`config.mk`:
```
export PLATFORM = sky130hd
export DESIGN_NAME = aocr_regs
export DESIGN_NICKNAME = d
export VERILOG_FILES = /design/src/pkg/aocr_pkg.sv /design/src/design/aocr_sync.sv /design/src/design/aocr_trig_delay.sv /design/src/design/aocr_regs.sv
export SDC_FILE = /design/constraint.sdc
export NUM_CORES = 1
export LEC_CHECK = 0
export ABC_AREA = 1
export BUFFER_PORTS_ARGS = -buffer_cell sky130_fd_sc_hd__buf_4
export CAP_MARGIN = 20
export CORE_ASPECT_RATIO = 0.5
export CORE_MARGIN = 2
export CORE_UTILIZATION = 35
export CTS_CLUSTER_DIAMETER = 50
export DETAILED_ROUTE_END_ITERATION = 8
export PLACE_DENSITY = 0.67
export SLEW_MARGIN = 20
export SYNTH_ARGS = -nofsm -noshare
export SYNTH_HDL_FRONTEND = slang
export SYNTH_SLANG_ARGS = --single-unit
```
`constraint.sdc`:
```
create_clock -name clk -period 1.2 [get_ports clk]
set_input_delay 0.24 -clock clk [delete_from_list [all_inputs] [get_ports clk]]
set_output_delay 0.24 -clock clk [all_outputs]
set_load 0.1 [all_outputs]
```
`src/pkg/aocr_pkg.sv`:
```
// output configuration register bank: offsets, fields, reset values, types
// assumes a 32-bit apb slave with 16-bit registers in the low half of each word
package aocr_pkg;

  // ====================================================================
  // register indices and address width
  localparam logic [7:0] AOCR_IDX_LANE = 8'h01;
  localparam logic [7:0] AOCR_IDX_PAT = 8'h02;
  localparam logic [7:0] AOCR_IDX_SER = 8'h03;
  localparam logic [7:0] AOCR_IDX_STAT = 8'h04;
  localparam int AOCR_ADDR_W = 12;

  // ====================================================================
  // field positions
  localparam int AOCR_LANE_MERGE_BIT = 14;
  localparam int AOCR_SER_OFF_BIT = 5;
  localparam int AOCR_ONE4_BIT = 4;
  localparam int AOCR_ONE2_BIT = 2;
  localparam int AOCR_PDN_BIT = 0;
  localparam int AOCR_FRM_PAT_LSB = 13;
  localparam int AOCR_LOWLAT_BIT = 12;
  localparam int AOCR_AVG_BIT = 11;
  localparam int AOCR_FRM_RND_BIT = 10;
  localparam int AOCR_DAT_PAT_LSB = 7;
  localparam int AOCR_GBL_RND_BIT = 6;
  localparam int AOCR_DLY_LO_LSB = 0;
  localparam int AOCR_SER_RATE_LSB = 13;
  localparam int AOCR_GAIN_BIT = 12;
  localparam int AOCR_DLY_HI_LSB = 9;
  localparam int AOCR_DOFS_BIT = 8;

  // ====================================================================
  // reset values, lane read mask and serial writable mask
  localparam logic [15:0] AOCR_LANE_RST = 16'h0014;
  localparam logic [15:0] AOCR_PAT_RST = 16'h0000;
  localparam logic [15:0] AOCR_SER_RST = 16'h0000;
  localparam logic [15:0] AOCR_LANE_RD_MASK = 16'h4021;
  localparam logic [15:0] AOCR_SER_MASK = 16'hf700;

  // ====================================================================
  // pattern and rate encodings
  typedef enum logic [2:0] {
    AOCR_PAT_NORMAL = 3'h0,
    AOCR_PAT_SYNC = 3'h1,
    AOCR_PAT_ALT = 3'h2,
    AOCR_PAT_CUSTOM = 3'h3,
    AOCR_PAT_ONES = 3'h4,
    AOCR_PAT_TOGGLE = 3'h5,
    AOCR_PAT_ZEROS = 3'h6,
    AOCR_PAT_RAMP = 3'h7
  } aocr_pat_t;

  localparam logic [2:0] AOCR_RATE_12X = 3'h0;
  localparam logic [2:0] AOCR_RATE_14X = 3'h1;
  localparam logic [2:0] AOCR_RATE_16X = 3'h4;
  localparam logic [4:0] AOCR_BITS_12 = 5'h0c;
  localparam logic [4:0] AOCR_BITS_14 = 5'h0e;
  localparam logic [4:0] AOCR_BITS_16 = 5'h10;

  // ====================================================================
  // decoded settings handed to the datapath
  typedef struct packed {
    logic dual_lane_merge;
    logic serial_output_off;
    logic full_power_down;
    logic low_latency;
    logic channel_pair_average;
    logic frame_line_random_sel;
    logic global_random_sel;
    aocr_pat_t data_line_pattern;
    aocr_pat_t frame_line_pattern;
    logic [7:0] offset_fix_start_delay;
    logic [2:0] serialization_factor;
    logic [4:0] bits_per_sample;
    logic rate_code_valid;
    logic digital_gain_on;
    logic digital_offset_on;
  } aocr_cfg_t;

  typedef struct packed {
    logic [AOCR_ADDR_W-1:0] paddr;
    logic psel;
    logic penable;
    logic pwrite;
    logic [31:0] pwdata;
    logic [3:0] pstrb;
  } aocr_apb_req_t;

endpackage

```
`src/design/aocr_sync.sv`:
```
// two-flop synchroniser for a single level from outside the clock domain
// assumes the level is held long enough to be seen at clk
`timescale 1ns/1ns
module aocr_sync
  import aocr_pkg::*;
(
  // clock and control
  input wire logic clk,
  input wire logic rst,
  input wire logic ce,
  // level
  input wire logic din,
  output logic dout
);

  logic meta_q;
  logic sync_q;

  always_ff @(posedge clk) begin
    if (rst) begin
      meta_q <= 1'b0;
      sync_q <= 1'b0;
    end else if (ce) begin
      meta_q <= din;
      sync_q <= meta_q;
    end
  end

  assign dout = sync_q;

endmodule

```
`src/design/aocr_trig_delay.sv`:
```
// counts samples after a trigger rising edge and pulses offset-fix start
// assumes sample_tick marks one converter sample, trig already synchronised
`timescale 1ns/1ns
module aocr_trig_delay
  import aocr_pkg::*;
#(
  parameter int DLY_W = 8
) (
  // clock and control
  input wire logic clk,
  input wire logic rst,
  input wire logic ce,
  // timing
  input wire logic sample_tick,
  input wire logic trig,
  input wire logic [DLY_W-1:0] delay,
  // result
  output logic start,
  output logic busy
);

  logic trig_q;
  logic busy_q;
  logic busy_d;
  logic start_q;
  logic start_d;
  logic [DLY_W-1:0] cnt_q;
  logic [DLY_W-1:0] cnt_d;
  wire trig_rise = trig & ~trig_q;
  wire done = busy_q & sample_tick & (cnt_q == delay);

  // a new trigger restarts the count; the delay is read live
  always_comb begin
    busy_d = busy_q;
    cnt_d = cnt_q;
    start_d = 1'b0;
    if (trig_rise) begin
      busy_d = 1'b1;
      cnt_d = '0;
    end else if (done) begin
      busy_d = 1'b0;
      start_d = 1'b1;
    end else if (busy_q && sample_tick) begin
      cnt_d = cnt_q + 1'b1;
    end
  end

  always_ff @(posedge clk) begin
    if (rst) begin
      trig_q <= 1'b0;
      busy_q <= 1'b0;
      cnt_q <= '0;
      start_q <= 1'b0;
    end else if (ce) begin
      trig_q <= trig;
      busy_q <= busy_d;
      cnt_q <= cnt_d;
      start_q <= start_d;
    end
  end

  assign start = start_q;
  assign busy = busy_q;

endmodule

```
`src/design/aocr_regs.sv`:
```
// apb register bank for the converter output path configuration
// assumes apb master on clk; transmit trigger is an asynchronous pin
`timescale 1ns/1ns

module aocr_regs
  import aocr_pkg::*;
(
  // clock and control
  input wire logic clk,
  input wire logic rst,
  input wire logic ce,
  // apb slave
  input wire logic [AOCR_ADDR_W-1:0] paddr,
  input wire logic psel,
  input wire logic penable,
  input wire logic pwrite,
  input wire logic [31:0] pwdata,
  input wire logic [3:0] pstrb,
  output logic [31:0] prdata,
  output logic pready,
  output logic pslverr,
  // converter timing
  input wire logic sample_tick,
  input wire logic transmit_trigger_input,
  // decoded settings
  output aocr_cfg_t cfg,
  output logic serial_lanes_on,
  output logic converter_on,
  output logic offset_fix_start
);

  // ==================================================================
  // address decode
  function automatic logic hit(input logic [AOCR_ADDR_W-1:0] a, input logic [7:0] idx);
    hit = (a[AOCR_ADDR_W-1:2] == {{(AOCR_ADDR_W-10){1'b0}}, idx}) && (a[1:0] == 2'h0);
  endfunction

  wire sel_lane = hit(paddr, AOCR_IDX_LANE);
  wire sel_pat = hit(paddr, AOCR_IDX_PAT);
  wire sel_ser = hit(paddr, AOCR_IDX_SER);
  wire sel_stat = hit(paddr, AOCR_IDX_STAT);
  wire mapped = sel_lane | sel_pat | sel_ser | sel_stat;
  wire access = psel & penable;
  wire wr = access & pwrite & (pstrb[1:0] == 2'h3);
  // partial strobes on a 16-bit register would tear a field; refused
  wire bad = ~mapped | (pwrite & (sel_stat | (pstrb[1:0] != 2'h3)));

  // ==================================================================
  // storage
  logic [15:0] lane_q;
  logic [15:0] pat_q;
  logic [15:0] ser_q;
  logic [15:0] lane_d;
  logic [15:0] pat_d;
  logic [15:0] ser_d;
  logic [31:0] rdata_q;
  logic [31:0] rdata_d;
  logic trig_s;
  logic delay_busy;
  logic start_p;

  // host keeps the must-be bits; lane and pattern store what is written, serial keeps only AOCR_SER_MASK bits
  assign lane_d = (wr && sel_lane) ? pwdata[15:0] : lane_q;
  assign pat_d = (wr && sel_pat) ? pwdata[15:0] : pat_q;
  assign ser_d = (wr && sel_ser) ? (pwdata[15:0] & AOCR_SER_MASK) : ser_q;

  always_ff @(posedge clk) begin
    if (rst) begin
      lane_q <= AOCR_LANE_RST;
      pat_q <= AOCR_PAT_RST;
      ser_q <= AOCR_SER_RST;
    end else if (ce) begin
      lane_q <= lane_d;
      pat_q <= pat_d;
      ser_q <= ser_d;
    end
  end

  // ==================================================================
  // read path
  wire [15:0] stat_word = {12'h000, delay_busy, cfg.rate_code_valid, converter_on, serial_lanes_on};

  // bits 4 and 2 of the lane register are write-only and read as zero
  assign rdata_d = !(psel && !penable && !pwrite) ? rdata_q :
                   sel_lane ? {16'h0000, lane_q & AOCR_LANE_RD_MASK} :
                   sel_pat ? {16'h0000, pat_q} :
                   sel_ser ? {16'h0000, ser_q} :
                   sel_stat ? {16'h0000, stat_word} : 32'h0000_0000;

  always_ff @(posedge clk) begin
    if (rst) begin
      rdata_q <= 32'h0000_0000;
    end else if (ce) begin
      rdata_q <= rdata_d;
    end
  end

  assign prdata = rdata_q;
  assign pready = 1'b1;
  assign pslverr = access & bad;

  // ==================================================================
  // decoded settings
  // lane merge
  assign cfg.dual_lane_merge = lane_q[AOCR_LANE_MERGE_BIT];
  assign cfg.serial_output_off = lane_q[AOCR_SER_OFF_BIT];
  assign cfg.full_power_down = lane_q[AOCR_PDN_BIT];
  assign cfg.low_latency = pat_q[AOCR_LOWLAT_BIT];
  assign cfg.channel_pair_average = pat_q[AOCR_AVG_BIT];
  assign cfg.frame_line_random_sel = pat_q[AOCR_FRM_RND_BIT];
  assign cfg.global_random_sel = pat_q[AOCR_GBL_RND_BIT];
  assign cfg.data_line_pattern = aocr_pat_t'(pat_q[AOCR_DAT_PAT_LSB +: 3]);
  assign cfg.frame_line_pattern = aocr_pat_t'(pat_q[AOCR_FRM_PAT_LSB +: 3]);
  assign cfg.offset_fix_start_delay = {ser_q[AOCR_DLY_HI_LSB +: 2], pat_q[AOCR_DLY_LO_LSB +: 6]};
  assign cfg.serialization_factor = ser_q[AOCR_SER_RATE_LSB +: 3];
  assign cfg.rate_code_valid = (cfg.serialization_factor == AOCR_RATE_12X) |
                               (cfg.serialization_factor == AOCR_RATE_14X) |
                               (cfg.serialization_factor == AOCR_RATE_16X);
  // unused rate codes fall back to 12 bits
  assign cfg.bits_per_sample = (cfg.serialization_factor == AOCR_RATE_14X) ? AOCR_BITS_14 :
                               (cfg.serialization_factor == AOCR_RATE_16X) ? AOCR_BITS_16 : AOCR_BITS_12;
  assign cfg.digital_gain_on = ser_q[AOCR_GAIN_BIT];
  assign cfg.digital_offset_on = ser_q[AOCR_DOFS_BIT];

  // power-down also silences the serial lanes
  assign serial_lanes_on = ~cfg.serial_output_off & ~cfg.full_power_down;
  assign converter_on = ~cfg.full_power_down;

  // ==================================================================
  // trigger to offset-fix start
  aocr_sync u_trig_sync (
    .clk(clk),
    .rst(rst),
    .ce(ce),
    .din(transmit_trigger_input),
    .dout(trig_s)
  );

  aocr_trig_delay #(
    .DLY_W(8)
  ) u_delay (
    .clk(clk),
    .rst(rst),
    .ce(ce),
    .sample_tick(sample_tick & converter_on),
    .trig(trig_s),
    .delay(cfg.offset_fix_start_delay),
    .start(start_p),
    .busy(delay_busy)
  );

  assign offset_fix_start = start_p;

endmodule

```
# Word-level counts from Yosys, hierarchy flattened
# Cells that the tools add are included.
# op_classes
add_sub_neg	1
eq_ne	10
n_mux	13
bitwise	21
n_reduce_logical	22
# ops
operator	n
$mux W16	3
$mux W8	3
$eq A10 B2 Y1 const B	2
$and A1 B1 Y1	10
$eq A10 B1 Y1 const B	1
$eq A10 B3 Y1 const B	1
$logic_and A1 B1 Y1	10
$mux W5	2
$reduce_and A2 Y1	5
$add A8 B1 Y8 const B	1
$eq A8 B8 Y1	1
$or A1 B1 Y1	7
$mux W1	4
$mux W4	1
$not A1 Y1	4
$reduce_bool A2 Y1	2
$eq A3 B1 Y1 const B	1
$eq A3 B3 Y1 const B	1
$logic_not A3 Y1	1
$reduce_and A3 Y1	1
$eq A2 B2 Y1 const B	1
$logic_not A1 Y1	2
$logic_not A2 Y1	1
$ne A2 B1 Y1 const B	1
$ne A2 B2 Y1 const B	1
# word_totals
ff_bits	83
input_bits	56
output_inout_bits	69
elab_cells	77

# Logic depth before layout (Yosys ltp)
# logic_depth
word_depth	8
depth_mapped	11
depth_no_buf	11

# Hierarchy
# From an unflattened synthesis, not the netlist that was laid out.
# unflattened
cells_unflattened	451
hier_area_um2	3042.9
# by_module_without_submodules
mod	instances	cells_each	area_per_inst_um2	seq_area_each_um2
aocr_regs	1	301	2174.6	840.8
aocr_trig_delay	1	137	784.5	220.2
aocr_sync	1	13	83.8	40.0

# Least setup slack after synthesis
# OpenSTA, ideal clock, no wires.
# synth_path
path_kind	register to output
startpoint	register ser_q[15]
endpoint	output port cfg[6] in the netlist's numbering
arrival_time_ns	5.026
t_required_ns	0.960
setup_slack_ns	-4.066
stages_incl_launch_ff	5
path_buffers	1
path_cell_list	dfxtp_1 > inv_1 > nor3_1 > inv_1 > buf_4
# synth_rtl
item	line	rtl
start, declared	aocr_regs.sv:52	logic [15:0] ser_q;
start signal, assigned	aocr_regs.sv:75	ser_q <= ser_d;
end, declared	aocr_regs.sv:26	output aocr_cfg_t cfg,

==> qor.csv <==
metric,value,unit
status,"complete, but fails checks",
failing checks,negative setup slack,
# fillers,598,
post-route insts no fill,700,
fmax,0.663,GHz
vias per inst,4.81,
first-pass GRT wire length,14.6,mm
"commonest non-fill, non-tap cell in the layout",buf_4,
Cells after Synth,416,
initial antenna violation count,0,
clk_skew,0.00596,ns
WL/cell,14.9,um
RSZ-0062 raised after global routing,yes,
starting density of the core,36.1,%
max cap viols,0,
Routability Congestion,0.831,
hold_sp,transmit_trigger_input,
pre-CTS WS,-0.391,ns
layout cell share with drive strength beyond 1,58.2,%
crit path time final,1.51,ns
PortBufs,88,
total track usage,20.6,%
total power,4.11,mW
Die W,133,um
Crit. End Element,output pin,
setup_tns,-3.71,ns
VDD IR max,0.502,mV
Routed Wire Length,10.4,mm
Post-DP Area,4330,um2
Hold Path Depth,3,
#FFs+latches synth,55,
Worst-Skew Late Latency,0.30,ns
CTS Buf Count,5,
area delta synth->final,85.7,%
die height,68.3,um
CTS Sinks,55,
# diodes,0,
Final setup violation count,23,
Residual DRC,0,
largest net degree at the start of global routing,30,
Worst R2R Path Depth,10,
vias in the first global route,2946,
Clock transition at path regs,0.07,ns
FP Rows,23,
CTS HTree Levels,2,
First-pass DRT Iterations,4,
Util after Layout,67.0,%
hold slack,0.164,ns
Crit Path Max Fanout,4,
static leakage,2.29,nW
1st-iter DRT viols,160,
reg-to-reg endpoint,u_delay.cnt_q[5],
critical path class,reg2out,
synthesized area,2900,um2
core area,8030,um2
area of the multi-input gates,1890,um2
Placed Cells,672,
CTS tree,yes,
Crit path required time,0.96,ns
WP data arrival,1.27,ns
post-route ant nets,0,
Clock Path Buffers,2,
worst setup margin,-0.309,ns
R2R setup slack,-0.25,ns
PD cells,764,nW/um2
most frequent cells in the layout,"buf_4, nand2_1, inv_1, buf_6, a21oi_1",
CTS Hold Bufs,0,
Final nets,644,
YS warnings,0,
fin crit share,126,%
Final HPWL DP,6.56,mm
final instance area,5380,um2
Hold Crit Class,in2reg,
CTS root buffer,clkbuf_16,
FF+latch area,1190,um2
Hold Fails Final Rpt,0,
worst reg2reg path startpoint,pat_q[1],
"Distinct cells, synth",33,
sequential-to-total area share from yosys stat,38.0,%
Hold Crit Endpoint,u_trig_sync.meta_q,
DR vias,3369,
Final Slew Violations,0,
DIE AREA,9070,um2
GR Overflow Total,0,
syn_area_per_cell,6.97,um2
crit path launch type,register,
Top Ports,125,
power by group:
| part | leakage [nW] | internal [mW] | switching, mW |
|---|---|---|---|
| Clock | 0.0710 | 0.785 | 0.719 |
| Sequential | 0.471 | 1.81 | 0.00924 |
| Combinational | 1.75 | 0.252 | 0.539 |
flip-flops by register name (all words and copies together) (netlist names):
name,cells
u_trig_sync.meta_q,1
prdata,16
pat_q,16
u_delay.trig_q,1
u_delay.busy,1
u_delay.cnt_q,8
lane_q,3
ser_q,7
u_trig_sync.dout,1
u_delay.start,1
final cells by class:
type | count | area share, %
Multi-Input combinational cell | 295 | 35.1
Timing Repair Buffer | 180 | 33.5
Sequential cell | 55 | 22.2
Inverter | 50 | 3.98
Tap cell | 112 | 2.60
Clock buffer | 6 | 2.39
Clock inverter | 2 | 0.326
logic make-up after synthesis:
family                     synth area share [%]
other                                     0.259
AOI/OAI and AO/OA                          17.6
buffers and inverters                      14.2
adders and majority gates                 0.432
and+or+nand+nor                            28.6
xor gates and xnor gates                  0.907
DFF                                        38.0
repair_timing:
item                       CTS  global route
setup endpoints to repair   31            66
gates resized for setup     91            96
gates cloned                 0             2
setup buffers               11            12
pin swaps                   14            41
cells in the mapped netlist:
| cell type | count | area, um2 |
|---|---|---|
| a21oi_1 | 48 | 240 |
| a21oi_2 | 4 | 35.0 |
| buf_1 | 1 | 3.75 |
| buf_2 | 2 | 10.0 |
| buf_4 | 19 | 143 |
| buf_6 | 4 | 45.0 |
| clkbuf_1 | 6 | 22.5 |
| conb_1 | 2 | 7.51 |
| dfxtp_1 | 55 | 1100 |
| ha_1 | 1 | 12.5 |
| inv_1 | 47 | 176 |
| inv_2 | 3 | 11.3 |
| nand2_1 | 94 | 353 |
| nand2_2 | 2 | 12.5 |
| nand2_4 | 3 | 33.8 |
| nand3_1 | 23 | 115 |
| nand3_2 | 2 | 20.0 |
| nand4_1 | 9 | 56.3 |
| nor2_1 | 33 | 124 |
| nor2_2 | 3 | 18.8 |
| nor2_4 | 3 | 33.8 |
| nor3_1 | 2 | 10.0 |
| nor3_2 | 1 | 10.0 |
| nor3_4 | 1 | 16.3 |
| nor3b_1 | 1 | 7.51 |
| nor3b_4 | 1 | 18.8 |
| o21a_1 | 1 | 7.51 |
| o21ai_0 | 24 | 120 |
| o21ai_1 | 13 | 65.1 |
| o21ai_2 | 4 | 35.0 |
| o22ai_1 | 1 | 6.26 |
| xnor2_1 | 1 | 8.76 |
| xor2_1 | 2 | 17.5 |
how the worst max path moves through the flow:
stage / start / to / cells after the start
finish: ser_q[13] / cfg[5] / 3
global route: ser_q[13] / cfg[6] / 3
CTS: paddr[2] / pslverr / 9
detailed placement: paddr[2] / pslverr / 9
global placement: paddr[2] / pslverr / 9
floorplan: ser_q[15] / cfg[6] / 4
per-layer routing:
layer / global-route usage (%) / vias to the layer above / routed length [um]
li1: - / 1658 / -
met1: 25.4 / 1599 / 4430
met2: 37.5 / 90 / 5330
met3: 4.15 / 22 / 433
met4: 6.18 / 0 / 229
met5: 0 / - / 0
worst max-delay path, cell delays in order (launching register included):
cell,delay (ns)
dfxtp_4,0.38
nor3_4,0.25
clkinvlp_4,0.14
buf_6,0.19
No activity file was read; power rests on OpenSTA's default activity.
